===== src/core/dtd_pkg.sv =====
// Constants and types of the decoder core.
// Assumes one 200 MHz clock.
package dtd_pkg;

   ////////////////////////////////////////////////////////////////////////
   // Clock and timing
   localparam int CLK_FREQ_MHZ          = 200;
   localparam int CLK_PERIOD_NS         = 5;
   localparam int TONE_PRESENT_TIME_US  = 14000;
   localparam int TONE_ABSENT_TIME_US   = 4000;
   localparam int SETTLE_TIME_NS        = 1000;
   localparam int PRESENT_CYC_DEF       = TONE_PRESENT_TIME_US * CLK_FREQ_MHZ;
   localparam int ABSENT_CYC_DEF        = TONE_ABSENT_TIME_US * CLK_FREQ_MHZ;
   localparam int SETTLE_CYC            =
      (SETTLE_TIME_NS + CLK_PERIOD_NS - 1) / CLK_PERIOD_NS;
   localparam int TIMER_W               = 24;
   localparam int SETTLE_W              = 8;

   ////////////////////////////////////////////////////////////////////////
   // Register byte offsets
   localparam logic [4:0] CTRL_OFS      = 5'h00;
   localparam logic [4:0] STATUS_OFS    = 5'h04;
   localparam logic [4:0] CODE_OFS      = 5'h08;
   localparam logic [4:0] DETECT_OFS    = 5'h0c;
   localparam logic [4:0] COUNT_OFS     = 5'h10;

   // Control fields
   localparam int CTRL_INHIBIT_BIT      = 0;
   localparam int CTRL_PWRDN_BIT        = 1;
   localparam int CTRL_BUSOFF_BIT       = 2;
   localparam logic [2:0] CTRL_RESET    = 3'h0;

   // Status fields (code sits in bits 3..0)
   localparam int STAT_EARLY_BIT        = 4;
   localparam int STAT_DELAYED_BIT      = 5;
   localparam int STAT_STEER_BIT        = 6;
   localparam int STAT_GUARD_BIT        = 7;
   localparam int STAT_PWRDN_BIT        = 8;
   localparam int STAT_NEW_BIT          = 9;
   localparam int STAT_OVERRUN_BIT      = 10;
   localparam int VALID_BIT             = 4;

   localparam logic [3:0]  CODE_RESET   = 4'h0;
   localparam logic [31:0] READ_ZERO    = 32'h0000_0000;

   ////////////////////////////////////////////////////////////////////////
   // Steering state
   typedef enum logic [1:0] {
      STEER_FREE   = 2'b00,
      STEER_SETTLE = 2'b01,
      STEER_HELD   = 2'b10
   } dtd_steer_e;

endpackage


===== src/core/dtd_sync2.sv =====
// Two-stage synchroniser for one level.
// Assumes the input may change at any time relative to CLK.
`timescale 1ns/100ps
`default_nettype none
module dtd_sync2 (
   input  wire logic clk,
   input  wire logic nrst,
   input  wire logic d,
   output logic      q
);
   logic meta_r;

   always_ff @(posedge clk or negedge nrst) begin
      if (!nrst) begin
         meta_r <= 1'b0;
         q      <= 1'b0;
      end else begin
         meta_r <= d;
         q      <= meta_r;
      end
   end
endmodule
`default_nettype wire


===== src/core/dtd_pair_qual.sv =====
// Tone-pair check, code map and duration qualifier.
// Assumes one-hot group detections.
`timescale 1ns/100ps
`default_nettype none
module dtd_pair_qual
   import dtd_pkg::*;
#(
   parameter int PRESENT_CYC = PRESENT_CYC_DEF,
   parameter int ABSENT_CYC  = ABSENT_CYC_DEF
) (
   input  wire logic       clk,
   input  wire logic       nrst,
   input  wire logic       run_en,
   input  wire logic [3:0] low_grp,
   input  wire logic [3:0] high_grp,
   input  wire logic       inhibit,
   output logic            raw_valid,
   output logic [3:0]      raw_code,
   output logic            sig_cond,
   output logic [3:0]      cond_code
);
   logic [TIMER_W-1:0] timer_r;
   logic [3:0]         cand_r;
   logic [3:0]         high_m;

   function automatic logic onehot4(input logic [3:0] v);
      return (v == 4'h1) || (v == 4'h2) || (v == 4'h4) || (v == 4'h8);
   endfunction

   function automatic logic [1:0] idx4(input logic [3:0] v);
      return v[3] ? 2'd3 : v[2] ? 2'd2 : v[1] ? 2'd1 : 2'd0;
   endfunction

   // Row and column to output code
   function automatic logic [3:0] key_code(input logic [1:0] row,
                                           input logic [1:0] col);
      logic [3:0] c;
      c = 4'h0;
      if (col == 2'd3) begin
         c = (row == 2'd3) ? 4'h0 : 4'(4'hd + {2'b00, row});
      end else if (row == 2'd3) begin
         unique case (col)
            2'd0:    c = 4'hb;
            2'd1:    c = 4'ha;
            default: c = 4'hc;
         endcase
      end else begin
         c = 4'(row * 3 + col + 1);
      end
      return c;
   endfunction

   ////////////////////////////////////////////////////////////////////////
   // Frequency check, inhibit masks the top high tone
   assign high_m    = inhibit ? {1'b0, high_grp[2:0]} : high_grp; // [RULE_12]
   assign raw_valid = onehot4(low_grp) && onehot4(high_m) &&
                      !(inhibit && high_grp[3]); // [RULE_19]
   assign raw_code  = key_code(idx4(low_grp), idx4(high_m)); // [RULE_16]

   ////////////////////////////////////////////////////////////////////////
   // Duration: present time to raise, absent time to drop
   always_ff @(posedge clk or negedge nrst) begin
      if (!nrst) begin
         timer_r   <= '0;
         cand_r    <= CODE_RESET;
         sig_cond  <= 1'b0;
         cond_code <= CODE_RESET;
      end else if (run_en) begin
         if (!sig_cond) begin
            if (raw_valid && raw_code == cand_r && timer_r != '0) begin
               if (timer_r >= TIMER_W'(PRESENT_CYC - 1)) begin
                  sig_cond  <= 1'b1; // [RULE_14]
                  cond_code <= cand_r; // [RULE_01]
                  timer_r   <= '0;
               end else begin
                  timer_r <= timer_r + 1'b1; // [RULE_20]
               end
            end else if (raw_valid) begin
               cand_r  <= raw_code;
               timer_r <= TIMER_W'(1); // [RULE_02]
            end else begin
               timer_r <= '0;
            end
         end else begin
            if (raw_valid && raw_code == cond_code) begin
               timer_r <= '0;
            end else if (timer_r >= TIMER_W'(ABSENT_CYC - 1)) begin
               sig_cond <= 1'b0; // [RULE_15]
               timer_r  <= '0;
               cand_r   <= raw_code;
            end else begin
               timer_r <= timer_r + 1'b1;
            end
         end
      end
   end
endmodule
`default_nettype wire


===== src/core/dtd_decoder.sv =====
// Decoder top: steering, latch, guard pin, bus.
// Assumes synchronous pins and an Avalon-MM master.
//
// Our own choices: the placing of the registers and register access over Avalon-MM.
`timescale 1ns/100ps
`default_nettype none

// Summary of operation
// RULE_01 - All sixteen tone pairs give a distinct four-bit code.
// RULE_02 - Pair is checked for frequency and duration before reaching the bus.
// RULE_03 - Code pins driven only while output enable high; pulled up at pin.
// RULE_04 - Code pins show latched code of last registered pair.
// RULE_05 - Delayed flag rises once a pair is registered and latched.
// RULE_06 - Delayed flag falls when steering input drops below threshold.
// RULE_07 - Early flag rises as soon as signal condition is detected.
// RULE_08 - Loss of signal condition drops early flag at once.
// RULE_09 - Steering input rising registers current pair into latch.
// RULE_10 - Steering input low frees the device to take a new pair.
// RULE_11 - Guard output resets the RC; depends on early flag and steering.
// RULE_12 - Inhibit high suppresses the 1633 Hz tone; default off.
// RULE_13 - Power-down high stops all timing; default running.
// RULE_14 - Signal condition rises after tone present time, 14 ms typical.
// RULE_15 - Signal condition drops after tone absent time, 4 ms typical.
// RULE_16 - Keys 1-9 binary, 0=1010, *=1011, #=1100, A-C=1101-1111, D=0000.
// RULE_17 - After registration guard drives high while early flag high.
// RULE_18 - Delayed flag rises a settle delay after latch update.
// RULE_19 - Under inhibit, an inhibited pair leaves the latched code unchanged.
// RULE_20 - Timers count clock cycles; steering level is synchronised.
module dtd_decoder
   import dtd_pkg::*;
#(
   parameter int PRESENT_CYC = PRESENT_CYC_DEF,
   parameter int ABSENT_CYC  = ABSENT_CYC_DEF
) (
   input  wire logic        CLK,
   input  wire logic        NRST,
   input  wire logic [3:0]  LOW_GROUP,
   input  wire logic [3:0]  HIGH_GROUP,
   input  wire logic        HIGH_TONE_INHIBIT,
   input  wire logic        POWER_DOWN_INPUT,
   input  wire logic        CODE_OUTPUT_ENABLE,
   output logic             CODE_BIT0,
   output logic             CODE_BIT1,
   output logic             CODE_BIT2,
   output logic             CODE_BIT3,
   output logic             CODE_BIT_OE,
   output logic             EARLY_STEERING_FLAG,
   output logic             DELAYED_STEERING_FLAG,
   input  wire logic        STEER_IN,
   output logic             GUARD_OUT,
   output logic             GUARD_OE,
   input  wire logic [4:0]  AVS_ADDRESS,
   input  wire logic        AVS_READ,
   input  wire logic        AVS_WRITE,
   input  wire logic [3:0]  AVS_BYTEENABLE,
   input  wire logic [31:0] AVS_WRITEDATA,
   output logic [31:0]      AVS_READDATA,
   output logic             AVS_WAITREQUEST
);

   ////////////////////////////////////////////////////////////////////////
   // Declarations
   logic [2:0]          ctrl_r;
   logic                inhibit;
   logic                pwrdn;
   logic                run_en;

   logic                steer_sync;
   logic                steer_d_r;
   logic                steer_rise;

   logic                raw_valid;
   logic [3:0]          raw_code;
   logic                sig_cond;
   logic [3:0]          cond_code;

   dtd_steer_e          state_r;
   logic [SETTLE_W-1:0] settle_r;

   logic [3:0]          code_latch_r;
   logic                latch_load;

   logic                new_r;
   logic                overrun_r;
   logic [15:0]         count_r;

   logic                bus_acc;
   logic                wr_acc;
   logic                rd_acc;
   logic                code_rd;
   logic                count_clr;
   logic [31:0]         rdata_nxt;

   ////////////////////////////////////////////////////////////////////////
   // Mode inputs, pins and control register combined
   assign inhibit = HIGH_TONE_INHIBIT | ctrl_r[CTRL_INHIBIT_BIT]; // [RULE_12]
   assign pwrdn   = POWER_DOWN_INPUT | ctrl_r[CTRL_PWRDN_BIT];
   assign run_en  = !pwrdn; // [RULE_13]

   ////////////////////////////////////////////////////////////////////////
   // Steering level synchroniser and edge
   dtd_sync2 u_steer_sync (
      .clk  (CLK),
      .nrst (NRST),
      .d    (STEER_IN),
      .q    (steer_sync)
   ); // [RULE_20]

   always_ff @(posedge CLK or negedge NRST) begin
      if (!NRST) begin
         steer_d_r <= 1'b0;
      end else if (run_en) begin
         steer_d_r <= steer_sync;
      end
   end

   assign steer_rise = steer_sync && !steer_d_r;

   ////////////////////////////////////////////////////////////////////////
   // Tone pair qualification
   dtd_pair_qual #(
      .PRESENT_CYC (PRESENT_CYC),
      .ABSENT_CYC  (ABSENT_CYC)
   ) u_qual (
      .clk       (CLK),
      .nrst      (NRST),
      .run_en    (run_en),
      .low_grp   (LOW_GROUP),
      .high_grp  (HIGH_GROUP),
      .inhibit   (inhibit),
      .raw_valid (raw_valid),
      .raw_code  (raw_code),
      .sig_cond  (sig_cond),
      .cond_code (cond_code)
   );

   ////////////////////////////////////////////////////////////////////////
   // Early steering flag
   always_ff @(posedge CLK or negedge NRST) begin
      if (!NRST) begin
         EARLY_STEERING_FLAG <= 1'b0;
      end else if (run_en) begin
         EARLY_STEERING_FLAG <= sig_cond; // [RULE_07] [RULE_08]
      end
   end

   ////////////////////////////////////////////////////////////////////////
   // Steering state machine
   assign latch_load = run_en && (state_r == STEER_FREE) &&
                       steer_rise && sig_cond; // [RULE_09] [RULE_10]

   always_ff @(posedge CLK or negedge NRST) begin
      if (!NRST) begin
         state_r  <= STEER_FREE;
         settle_r <= '0;
      end else if (run_en) begin
         unique case (state_r)
            STEER_FREE: begin
               settle_r <= '0;
               if (latch_load) begin
                  state_r <= STEER_SETTLE;
               end
            end

            STEER_SETTLE: begin
               if (!steer_sync) begin
                  state_r <= STEER_FREE;
               end else if (settle_r >= SETTLE_W'(SETTLE_CYC - 1)) begin
                  state_r <= STEER_HELD; // [RULE_18]
               end else begin
                  settle_r <= settle_r + 1'b1;
               end
            end

            STEER_HELD: begin
               if (!steer_sync) begin
                  state_r <= STEER_FREE;
               end
            end
            default: begin
               state_r <= STEER_FREE;
            end
         endcase
      end
   end

   always_ff @(posedge CLK or negedge NRST) begin
      if (!NRST) begin
         DELAYED_STEERING_FLAG <= 1'b0;
      end else if (run_en) begin
         if (!steer_sync) begin
            DELAYED_STEERING_FLAG <= 1'b0; // [RULE_06]
         end else if (state_r == STEER_SETTLE &&
                      settle_r >= SETTLE_W'(SETTLE_CYC - 1)) begin
            DELAYED_STEERING_FLAG <= 1'b1; // [RULE_05]
         end
      end
   end

   ////////////////////////////////////////////////////////////////////////
   // Output latch
   always_ff @(posedge CLK or negedge NRST) begin
      if (!NRST) begin
         code_latch_r <= CODE_RESET;
      end else if (latch_load) begin
         code_latch_r <= cond_code; // [RULE_04] [RULE_19]
      end
   end

   ////////////////////////////////////////////////////////////////////////
   // Code pins and their enable
   always_ff @(posedge CLK or negedge NRST) begin
      if (!NRST) begin
         CODE_BIT0   <= 1'b0;
         CODE_BIT1   <= 1'b0;
         CODE_BIT2   <= 1'b0;
         CODE_BIT3   <= 1'b0;
         CODE_BIT_OE <= 1'b0;
      end else begin
         CODE_BIT0   <= code_latch_r[0];
         CODE_BIT1   <= code_latch_r[1];
         CODE_BIT2   <= code_latch_r[2];
         CODE_BIT3   <= code_latch_r[3];
         CODE_BIT_OE <= CODE_OUTPUT_ENABLE &&
                        !ctrl_r[CTRL_BUSOFF_BIT]; // [RULE_03]
      end
   end

   ////////////////////////////////////////////////////////////////////////
   // Guard time output
   always_ff @(posedge CLK or negedge NRST) begin
      if (!NRST) begin
         GUARD_OUT <= 1'b0;
         GUARD_OE  <= 1'b0;
      end else if (run_en) begin
         GUARD_OUT <= sig_cond && steer_sync; // [RULE_17]
         GUARD_OE  <= (sig_cond == steer_sync); // [RULE_11]
      end
   end

   ////////////////////////////////////////////////////////////////////////
   // Bus decode
   assign bus_acc   = (AVS_READ || AVS_WRITE) && AVS_WAITREQUEST;
   assign wr_acc    = AVS_WRITE && !AVS_WAITREQUEST;
   assign rd_acc    = AVS_READ && !AVS_WAITREQUEST;
   assign code_rd   = rd_acc && (AVS_ADDRESS == CODE_OFS);
   assign count_clr = wr_acc && (AVS_ADDRESS == COUNT_OFS) &&
                      (AVS_BYTEENABLE != 4'h0);

   always_ff @(posedge CLK or negedge NRST) begin
      if (!NRST) begin
         ctrl_r <= CTRL_RESET;
      end else if (wr_acc && AVS_ADDRESS == CTRL_OFS &&
                   AVS_BYTEENABLE[0]) begin
         ctrl_r <= AVS_WRITEDATA[2:0];
      end
   end

   ////////////////////////////////////////////////////////////////////////
   // New code and overrun flags, set wins over read clear for new, read clear wins for overrun
   always_ff @(posedge CLK or negedge NRST) begin
      if (!NRST) begin
         new_r     <= 1'b0;
         overrun_r <= 1'b0;
      end else begin
         if (latch_load) begin
            new_r <= 1'b1;
         end else if (code_rd) begin
            new_r <= 1'b0;
         end
         if (latch_load && new_r && !code_rd) begin
            overrun_r <= 1'b1;
         end else if (code_rd) begin
            overrun_r <= 1'b0;
         end
      end
   end

   // Registration counter, load and clear in the same cycle give a count of one
   always_ff @(posedge CLK or negedge NRST) begin
      if (!NRST) begin
         count_r <= 16'h0000;
      end else if (latch_load) begin
         count_r <= count_clr ? 16'h0001 : count_r + 1'b1;
      end else if (count_clr) begin
         count_r <= 16'h0000;
      end
   end

   ////////////////////////////////////////////////////////////////////////
   // Read mux
   always_comb begin
      rdata_nxt = READ_ZERO;
      unique case (AVS_ADDRESS)
         CTRL_OFS: begin
            rdata_nxt[2:0] = ctrl_r;
         end

         STATUS_OFS: begin
            rdata_nxt[3:0]              = code_latch_r;
            rdata_nxt[STAT_EARLY_BIT]   = EARLY_STEERING_FLAG;
            rdata_nxt[STAT_DELAYED_BIT] = DELAYED_STEERING_FLAG;
            rdata_nxt[STAT_STEER_BIT]   = steer_sync;
            rdata_nxt[STAT_GUARD_BIT]   = GUARD_OUT;
            rdata_nxt[STAT_PWRDN_BIT]   = pwrdn;
            rdata_nxt[STAT_NEW_BIT]     = new_r;
            rdata_nxt[STAT_OVERRUN_BIT] = overrun_r;
         end

         CODE_OFS: begin
            rdata_nxt[3:0]       = code_latch_r;
            rdata_nxt[VALID_BIT] = new_r;
         end

         DETECT_OFS: begin
            rdata_nxt[3:0]       = raw_code;
            rdata_nxt[VALID_BIT] = raw_valid;
         end

         COUNT_OFS: begin
            rdata_nxt[15:0] = count_r;
         end
         default: begin
            rdata_nxt = READ_ZERO;
         end
      endcase
   end

   // One wait cycle, then one answer cycle
   always_ff @(posedge CLK or negedge NRST) begin
      if (!NRST) begin
         AVS_WAITREQUEST <= 1'b1;
         AVS_READDATA    <= READ_ZERO;
      end else begin
         if (bus_acc) begin
            AVS_WAITREQUEST <= 1'b0;
            AVS_READDATA    <= AVS_READ ? rdata_nxt : READ_ZERO;
         end else begin
            AVS_WAITREQUEST <= 1'b1;
         end
      end
   end

endmodule
`default_nettype wire


===== config.mk =====
export PLATFORM = sky130hd
export DESIGN_NAME = dtd_decoder
export DESIGN_NICKNAME = d
export VERILOG_FILES = /design/src/core/dtd_pkg.sv /design/src/core/dtd_sync2.sv /design/src/core/dtd_pair_qual.sv /design/src/core/dtd_decoder.sv
export SDC_FILE = /design/constraint.sdc
export NUM_CORES = 1
export LEC_CHECK = 0
export BUFFER_PORTS_ARGS = -buffer_cell sky130_fd_sc_hd__buf_2
export CAP_MARGIN = 20
export CORE_MARGIN = 5
export CORE_UTILIZATION = 50
export CTS_CLUSTER_DIAMETER = 120
export DETAILED_ROUTE_END_ITERATION = 6
export PLACE_DENSITY = 0.82
export SYNTH_ARGS = -nofsm -noshare
export SYNTH_HDL_FRONTEND = slang
export SYNTH_SLANG_ARGS = --single-unit

===== constraint.sdc =====
create_clock -name CLK -period 8.4 [get_ports CLK]
set_input_delay 1.68 -clock CLK [delete_from_list [all_inputs] [get_ports CLK]]
set_output_delay 1.68 -clock CLK [all_outputs]
set_load 0.02 [all_outputs]

Word level (Yosys, flattened, before mapping)
Index checks and enable logic that the tools add are counted.
Word-level totals
  register bits: 113
  word-level logic and storage cells: 169
  output and inout port bits: 42
  input port bits: 57
Operators by class
  multiply operators: 1
  multiplexer cells: 49
  bitwise operators: 4
  $lt $le $gt $ge: 3
  add/sub/neg operators: 6
  equality and inequality tests: 29
  reduce and logical (&&, ||, !) cells: 52
Operators by type and width (count)
  two-way mux 24 bit: 5
  two-way mux 16 bit: 4
  two-way mux 4 bit: 9
  adder 24 x 1 -> 24 bit, second input constant: 1
  >= comparator 24 x 20 -> 1 bit, second input constant: 1
  >= comparator 24 x 22 -> 1 bit, second input constant: 1
  nonzero test 24 bit: 1
  logical AND 1 bit: 23
  adder 16 x 1 -> 16 bit, second input constant: 1
  two-way mux 2 bit: 8
  two-way mux 8 bit: 2
  one-hot mux 8 bit (2 select lines): 1
  two-way mux 1 bit: 14
  inequality test 2 bit, second input constant: 6
  one-hot mux 3 bit (4 select lines): 1
  one-hot mux 6 bit (2 select lines): 1
  AND reduction 4 bit: 3
  equality test 5 x 4 -> 1 bit, second input constant: 2
  nonzero test 2 bit: 5
  adder 8 x 1 -> 8 bit, second input constant: 1
  equality test 4 x 1 -> 1 bit, second input constant: 2
  equality test 4 x 2 -> 1 bit, second input constant: 2
  equality test 4 x 3 -> 1 bit, second input constant: 2
  equality test 4 bit: 2
  other kinds (27): 46

Depth between registers and ports, before layout
Gate-level depths: netlist of the first run.
  depth in word-level cells: 14
  mapped depth: 15
  gate-level depth less buffers: 13

Hierarchy
A second synthesis of the first run with hierarchy kept.
Second synthesis, totals
  cells, all modules: 538
  area, all modules: 5373.9 um^2
By module, submodules not included
  dtd_decoder: times used 1, cells an instance 307, area an instance 3098.0 um^2
  dtd_pair_qual: times used 1, cells an instance 229, area an instance 2225.9 um^2
  dtd_sync2: times used 1, cells an instance 2, area an instance 50.0 um^2

Worst setup path before layout of the first run
Ideal clock, no wire load.
  kind: in2reg
  from: in HIGH_TONE_INHIBIT
  to: reg u_qual.cand_r[0]
  setup time: 0.125 ns
  arrival time: 4.891 ns
  cell stages on the path: 14
  required time: 8.275 ns
  slack: 3.384 ns
  buffers on the path: 1
  cell sequence: or3b_1 > buf_2 > nand2_1 > inv_1 > fa_1 > inv_1 > fa_1 > nand2b_1 > a31oi_4 > xor2_1 > nor4_1 > nand2_1 > a2bb2oi_4 > mux2_2
Between the ends
  cells in the longest elaborated chain, start to end: 12
Ends and longest elaborated chain
  from (decl): RTL line dtd_decoder.sv:39  | input wire logic HIGH_TONE_INHIBIT,
  bitwise OR 1 bit *: RTL line dtd_decoder.sv:96  | assign inhibit = HIGH_TONE_INHIBIT | ctrl_r[CTRL_INHIBIT_BIT];
  two-way mux 4 bit: RTL line dtd_pair_qual.sv:55  | assign high_m = inhibit ? {1'b0, high_grp[2:0]} : high_grp;
  two-way mux 2 bit, or another cell as far along: RTL line dtd_pair_qual.sv:31  | return v[3] ? 2'd3 : v[2] ? 2'd2 : v[1] ? 2'd1 : 2'd0;
  adder 4 x 2 -> 4 bit, or another cell as far along: RTL line dtd_pair_qual.sv:48  | c = 4'(row * 3 + col + 1);
  adder 4 x 1 -> 4 bit, or another cell as far along: RTL line dtd_pair_qual.sv:48
  two-way mux 4 bit or logical OR 1 bit (tied branches): RTL line dtd_pair_qual.sv:41, dtd_pair_qual.sv:27
  two-way mux 4 bit or logical AND 1 bit (tied branches): RTL line dtd_pair_qual.sv:39, dtd_pair_qual.sv:56
  equality test 4 bit or logical AND 1 bit (tied branches): RTL line dtd_pair_qual.sv:70, dtd_pair_qual.sv:56
  logical AND 1 bit (2 in series): RTL line dtd_pair_qual.sv:70  | if (raw_valid && raw_code == cand_r && timer_r != '0) begin
  inequality test 2 x 1 -> 1 bit (no source line)
  AND reduction 5 bit (no source line)
  to (signal assigned): RTL line dtd_pair_qual.sv:79  | cand_r <= raw_code;
  to (signal assigned): RTL line dtd_pair_qual.sv:90  | cand_r <= raw_code;
  to (decl): RTL line dtd_pair_qual.sv:23  | logic [3:0] cand_r;
Mark *: on every way between the ends. The rest lies on a longest branch, timed or not. The select of a mux whose other input is x is not followed.
A chain may end at the register's enable or synchronous reset.

Worst setup path in the final report of the first run
  from: in HIGH_TONE_INHIBIT
  to: reg u_qual.timer_r[4]
Between the ends
  cells in the longest elaborated chain, start to end: 12
Ends and longest elaborated chain
  bitwise OR 1 bit *: RTL line dtd_decoder.sv:96
  two-way mux 4 bit: RTL line dtd_pair_qual.sv:55
  two-way mux 2 bit, or another cell as far along: RTL line dtd_pair_qual.sv:31
  adder 4 x 2 -> 4 bit, or another cell as far along: RTL line dtd_pair_qual.sv:48
  adder 4 x 1 -> 4 bit, or another cell as far along: RTL line dtd_pair_qual.sv:48
  two-way mux 4 bit or logical OR 1 bit (tied branches): RTL line dtd_pair_qual.sv:41, dtd_pair_qual.sv:27
  two-way mux 4 bit or logical AND 1 bit (tied branches): RTL line dtd_pair_qual.sv:39, dtd_pair_qual.sv:56
  equality test 4 bit or logical AND 1 bit (tied branches): RTL line dtd_pair_qual.sv:70, dtd_pair_qual.sv:56
  logical AND 1 bit (2 in series): RTL line dtd_pair_qual.sv:70
  two-way mux 24 bit: RTL line dtd_pair_qual.sv:70
  two-way mux 24 bit *: RTL line dtd_pair_qual.sv:69  | if (!sig_cond) begin
  to (signal assigned): RTL line dtd_pair_qual.sv:76  | timer_r <= timer_r + 1'b1;
  to (signal assigned): RTL line dtd_pair_qual.sv:92  | timer_r <= timer_r + 1'b1;
  to (decl): RTL line dtd_pair_qual.sv:22  | logic [TIMER_W-1:0] timer_r;
Mark *: on every way between the ends. The rest lies on a longest branch, timed or not.

==> results of run 1 <==
==> logic make-up (layout without fill, tap and decap cells) <==
logic type	count (synthesis)	in the layout	synth area share [%]
AO/OA/AOI/OAI	118	118	15.7
XOR/XNOR	36	36	6.01
adder cells (fa/ha/maj)	11	11	2.84
buffers and inverters	58	97	5.31
flip-flops	97	97	45.2
multiplexers	20	20	4.15
other	1	16	0.0698
AND/OR/NAND/NOR	214	214	20.8
==> report_power, final <==
| part | switching (mW) | internal [mW] |
|---|---|---|
| Sequential | 0.0189 | 0.484 |
| Combinational | 0.0846 | 0.0518 |
| Clock | 0.167 | 0.180 |
| Total | 0.271 | 0.716 |
==> cells in the final DEF (no fill, tap or decap), drive strengths merged, types with 5 or more instances in the layout <==
master  count
a21oi       9
a22o       10
a22oi       6
and3       11
and4        6
buf        58
clkbuf     11
conb       16
dfrtp      96
ha          9
inv        25
mux2       18
nand2      62
nand3      13
nand4      11
nor2       49
nor3       14
nor4       12
o211ai      5
o21ai      44
o311ai      5
or2         5
or3         7
xnor2      16
xor2       20
==> sequential cells by signal, summed over array words and instances (netlist names), 2 cells and up <==
signal and flops:
u_qual.timer_r 24, AVS_READDATA 16, u_qual.cond_code 4, state_r 2, ctrl_r 3, count_r 16
u_qual.cand_r 4, code_latch_r 4, settle_r 8
==> per-layer routing <==
metal,global-route usage (%),vias to the layer above,wire length [um]
li1,-,2072,-
met1,27.8,2140,5350
met2,30.7,160,5740
met3,2.49,21,725
met4,8.41,0,285
met5,0,-,0
==> final timing paths <==
kind                                                   to  depth (start not counted)                     startpoint
max                         u_qual.timer_r[4]$_DFFE_PN0P_                         15              HIGH_TONE_INHIBIT
min                              u_steer_sync.q$_DFF_PN0_                          0  u_steer_sync.meta_r$_DFF_PN0_
max reg2reg                 u_qual.timer_r[4]$_DFFE_PN0P_                         14          ctrl_r[0]$_DFFE_PN0P_
min reg2reg                      u_steer_sync.q$_DFF_PN0_                          0  u_steer_sync.meta_r$_DFF_PN0_
max in group asynchronous  u_qual.timer_r[10]$_DFFE_PN0P_                          2                           NRST
min in group asynchronous         settle_r[5]$_DFFE_PN0P_                          1                           NRST
==> area by class of cell <==
type / count / area share [%]
Clock buffer: 11 / 2.38
Clock inverter: 5 / 1.47
Inverter: 23 / 1.45
Multi-Input combinational cell: 415 / 45.8
Sequential cell: 97 / 40.9
Tap cell: 136 / 2.86
Timing Repair Buffer: 58 / 5.14
==> stage by stage <==
| step | worst slack [ns] | std cells | area [um^2] | total power, mW |
|---|---|---|---|---|
| 6_report | 2.93 | 745 | 5940 | 0.987 |
| 2_1_floorplan | 3.38 | 570 | 5430 | 0.607 |
| 5_1_grt | 2.58 | 745 | 5940 | 1.03 |
| 3_5_place_dp | 2.52 | 728 | 5700 | 0.647 |
| 3_3_place_gp | 2.63 | 728 | 5700 | 0.641 |
| 4_1_cts | 2.91 | 744 | 5930 | 0.993 |
==> flow_summary.yaml, run 1 <==
run_status:
  outcome: "complete, no violations"
power:
  ir_drop_v: 0.0000773
  leakagePower_nw: 2.73
  power.density_nw_per_um2: 166
detailed_routing:
  final_antenna_net_count: 0
  wl_per_cell_um: 16.3
  vias: 4393
  routed_wl_um: 12100
  drc: 0
  routed_via_density: 5.90
  drt-initial-drc-count: 337
  first_pass_iters: 5
place:
  gp_congestion: 0.940
  portBuffers: 53
  dp_hpwl_um: 9040
yosys:
  synth-seq-cells: 97
  postSynthAreaPerCell_um2: 9.68
  yosys.area.top_type: "dfrtp_1"
  synth_common_cells: "96 x dfrtp_1, 62 x nand2_1, 48 x nor2_1, 43 x o21ai_0, 23 x inv_1"
  syn_area_um2: 5370
  synth_cell_types: 69
  synthTopCellsByArea: "dfrtp_1 45%, nand2_1 4.3%, o21ai_0 4.0%"
  seq_area_frac_synth_pct: 45.2
  synth_edf_count: 0
  ys.flop_type: "dfrtp_1"
  ys_warn_count: 0
  synthCells: 555
  post-synth-top-count-cell: "dfrtp_1"
  synthArstFlopShare_pct: 100
  netlist.area_leader.share_pct: 44.7
clocking:
  worstSkewPairLatency_ns: 0.38
  cts_buffers: 9
  clock_sinks: 97
  clock_path_buffers: 2
  hold_buffers: 0
  cts_root_buf: "clkbuf_8"
  post_cts_resized: 0
  cts_setup_buffers: 0
  tritoncts: "done"
  clk_pin_slew_worst_paths_ns: 0.10
  cts_max_level: 3
worst_setup_path:
  cp_data_required_time_ns: 8.61
  worstSetupPathType: "in2reg"
  cp_slowest_cell: "nor3_2"
  crit_chain: "buf_2 -> or3b_1 -> nand2_1 -> inv_1 -> fa_1 -> inv_1 -> fa_1 -> nand2b_1 -> a31oi_4 -> xor2_2 -> nor4b_4 -> a311oi_1 -> buf_4 -> nor3_2 -> o21ai_0"
  cp_max_fo: 15
  worst-path-buf-inv: 4
  max_stage_delay_ns: 0.73
  critPathCaptureType: "flip-flop"
  cp_data_arrival_time_ns: 5.68
  cp_top_family: "simple AND/OR/NAND/NOR gates"
  rrSetupSlack_ns: 3.87
  critPathLaunchType: "primary input"
global_route:
  grt_pass1_vias: 4180
  grtUsageTotal_pct: 19.7
  grt_max_degree: 62
  grt_overflow: 0
  grt_pass1_wl_um: 20800
  antenna_found_initial: 0
layout:
  fillCellCount: 901
  diodes: 0
  utilization_pct: 57.0
  nets: 672
  multi_input_area_um2: 2720
  drive_gt1_share_pct: 18.4
  seqCellArea_um2: 2430
  syn_to_final_growth_pct: 10.6
sta:
  tightest_slew_ns: 0.894
  fin_crit_ns: 5.47
  rsz0062_at_grt: "no"
  setup_violations: 0
  hold_viol: 0
  maxClockFrequency_mhz: 183
  finalHoldWorstSlack_ns: 0.360
  min_period_over_period_pct: 65.2
  fin_worst_skew_ns: 0.0128
  setup-tns-final_ns: 0
  slew_headroom_pct: 40.1
  final_max_slew_viol_count: 0
hold_path:
  hold_path_class: "reg2reg"
die:
  die_h_um: 114
  core_area_um2: 10400
  dieArea_um2: 12900
  start_util_pct: 51.6
  rows: 37
  ios: 99
  fp.dieW_um: 114
flow_run:
  maxCapViolCount: 0
Note: power is estimated with default switching activity, not from simulation.
==> run 2: changes to the inputs <==
--- a/config.mk
+++ b/config.mk
@@ -11,7 +11,7 @@
 export CORE_UTILIZATION = 50
 export CTS_CLUSTER_DIAMETER = 120
 export DETAILED_ROUTE_END_ITERATION = 6
-export PLACE_DENSITY = 0.82
+export PLACE_DENSITY = 0.85
 export SYNTH_ARGS = -nofsm -noshare
 export SYNTH_HDL_FRONTEND = slang
 export SYNTH_SLANG_ARGS = --single-unit
==> constraint.sdc (replaced) <==
create_clock -name CLK -period 4.9 [get_ports CLK]
set_input_delay 0.98 -clock CLK [delete_from_list [all_inputs] [get_ports CLK]]
set_output_delay 0.98 -clock CLK [all_outputs]
set_load 0.02 [all_outputs]
==> run 2 against run 1 <==
- cell count increased by 0.27%
- setup slack got worse by 2.5 ns
- die area unchanged
- largest cell class unchanged
==> flow_summary.yaml, run 2 (same netlist as run 1, synthesis figures left out) <==
power:
  p_sw_mw: 0.469
  internal_power_mw: 1.21
  power.density_nw_per_um2: 282
  leakagePower_nw: 2.74
  combPwrFrac_pct: 14.2
  power.total_mw: 1.68
  ir_drop_v: 0.000135
  clockPowerShare_pct: 34.4
  p_seq_share_pct: 51.4
  netSwitchingFraction_pct: 28.0
die:
  die_h_um: 114
  start_util_pct: 51.6
  core_area_um2: 10400
  rows: 37
  dieArea_um2: 12900
  ios: 99
  fp.dieW_um: 114
worst_setup_path:
  cp_max_fo: 15
  critPathCaptureType: "flip-flop"
  rrSetupSlack_ns: 0.67
  cp_data_arrival_time_ns: 4.68
  cp_data_required_time_ns: 5.12
  worstSetupPathType: "in2reg"
  critPathLaunchType: "primary input"
global_route:
  antenna_found_initial: 0
  grtUsageTotal_pct: 19.5
  grt_overflow: 0
  grt_pass1_wl_um: 20600
  grt_pass1_vias: 4361
  grt_max_degree: 51
place:
  dp_slack_ns: -0.00776
  dp_hpwl_um: 9160
  placed_area_um2: 5720
  gp_congestion: 0.936
  portBuffers: 53
layout:
  diodes: 0
  fillCellCount: 876
  syn_to_final_growth_pct: 10.8
  final_cell_mix: "96 x dfrtp_1, 62 x nand2_1, 52 x buf_2, 48 x nor2_1, 43 x o21ai_0"
  regMostFlops: "u_qual.timer_r"
  final_common_cell: "dfrtp_1"
  multi_input_area_um2: 2720
  seqCellArea_um2: 2430
  drive_gt1_share_pct: 18.7
  largest_reg_flops: 24
  reg.largest.list: "u_qual.timer_r (24), AVS_READDATA (16), count_r (16)"
  nets: 675
  design_area_um2: 5950
clocking:
  clock_sinks: 97
  worstSkewPairLatency_ns: 0.38
  post_cts_resized: 0
  cts_root_buf: "clkbuf_8"
  cts_buffers: 9
  tritoncts: "done"
  clk_pin_slew_worst_paths_ns: 0.10
  clock_path_buffers: 2
  hold_buffers: 0
  cts_max_level: 3
  cts_setup_buffers: 0
sta:
  slew_headroom_pct: 41.6
  finalWorstSetupSlack_ns: 0.438
  fin_worst_skew_ns: 0.00993
  fin_crit_ns: 4.46
  tightest_slew_ns: 0.871
  finalHoldWorstSlack_ns: 0.375
  setup_violations: 0
  min_period_over_period_pct: 91.1
  hold_viol: 0
  setup-tns-final_ns: 0
  maxClockFrequency_mhz: 224
  final_max_slew_viol_count: 0
  rsz0062_at_grt: "no"
detailed_routing:
  drc: 0
  drt-initial-drc-count: 473
  routed_wl_um: 12400
  first_pass_iters: 5
  routed_via_density: 5.93
  final_antenna_net_count: 0
  wl_per_cell_um: 16.6
  vias: 4428
flow_run:
  maxCapViolCount: 0
hold_path:
  hold_path_class: "reg2reg"
run_status:
  outcome: "complete, no violations"
## run 2: changes by cell type in the layout (fill, tap and decap cells not counted)
| cell | before | now |
|---|---|---|
| clkinv_2 | 1 | 0 |
| inv_8 | 2 | 0 |
| clkinv_4 | 0 | 1 |
| buf_4 | 6 | 8 |
| buf_6 | 0 | 1 |
| clkbuf_8 | 10 | 9 |
| inv_6 | 0 | 2 |
## run 2: worst paths after layout
path,from,endpoint,depth (start not counted)
min in group asynchronous,NRST,settle_r[1]$_DFFE_PN0P_,1
worst min-delay path,u_steer_sync.meta_r$_DFF_PN0_,u_steer_sync.q$_DFF_PN0_,0
worst max register to register,ctrl_r[0]$_DFFE_PN0P_,u_qual.timer_r[16]$_DFFE_PN0P_,13
worst min register to register,u_steer_sync.meta_r$_DFF_PN0_,u_steer_sync.q$_DFF_PN0_,0
max in group asynchronous,NRST,u_qual.timer_r[15]$_DFFE_PN0P_,2
worst max-delay path,HIGH_TONE_INHIBIT,u_qual.timer_r[16]$_DFFE_PN0P_,14
## run 2: worst max-delay path, stage by stage
cell and delay, ns:
buf_2 0.13, or3b_1 0.40, nand2_1 0.12, inv_1 0.06, fa_1 0.48, inv_1 0.07, fa_1 0.51, nand2b_1 0.09
a31oi_4 0.28, xor2_2 0.12, nor4b_4 0.32, a311oi_1 0.18, nor3_2 0.73, o21ai_0 0.20
## run 2: power by group through the flow
stage	Clock [mW]	Combinational, mW	Sequential (mW)
6_report	0.578	0.239	0.863
5_1_grt	0.618	0.266	0.868
4_1_cts	0.581	0.236	0.863
3_5_place_dp	0	0.236	0.879
3_3_place_gp	0	0.223	0.876
2_1_floorplan	0	0.167	0.873
## run 2: per-layer routing
metal / global-route usage, % / wire (um) / share of wire (%) / vias up
met5: 0 / 0 / 0 / -
met4: 5.93 / 157 / 1.3 / 0
met3: 4.99 / 898 / 7.2 / 17
met2: 31.4 / 5980 / 48 / 176
met1: 25.9 / 5370 / 43 / 2157
li1: - / - / - / 2078
## run 2: final cells by class
class                   instances  area share [%]
multi-input cells             415            45.7
flip-flops and latches         97            40.8
repair buffers                 61            5.57
well taps                     136            2.86
clock buffers                  10            2.14
clock inverters                 5            1.45
inverters                      23            1.45
## run 2: through the flow
stage	util [%]	cells
detailed placement	54.9	730
CTS	57.0	745
global route	57.1	747
finish	57.1	747
floorplan	-	570
global placement	54.9	730
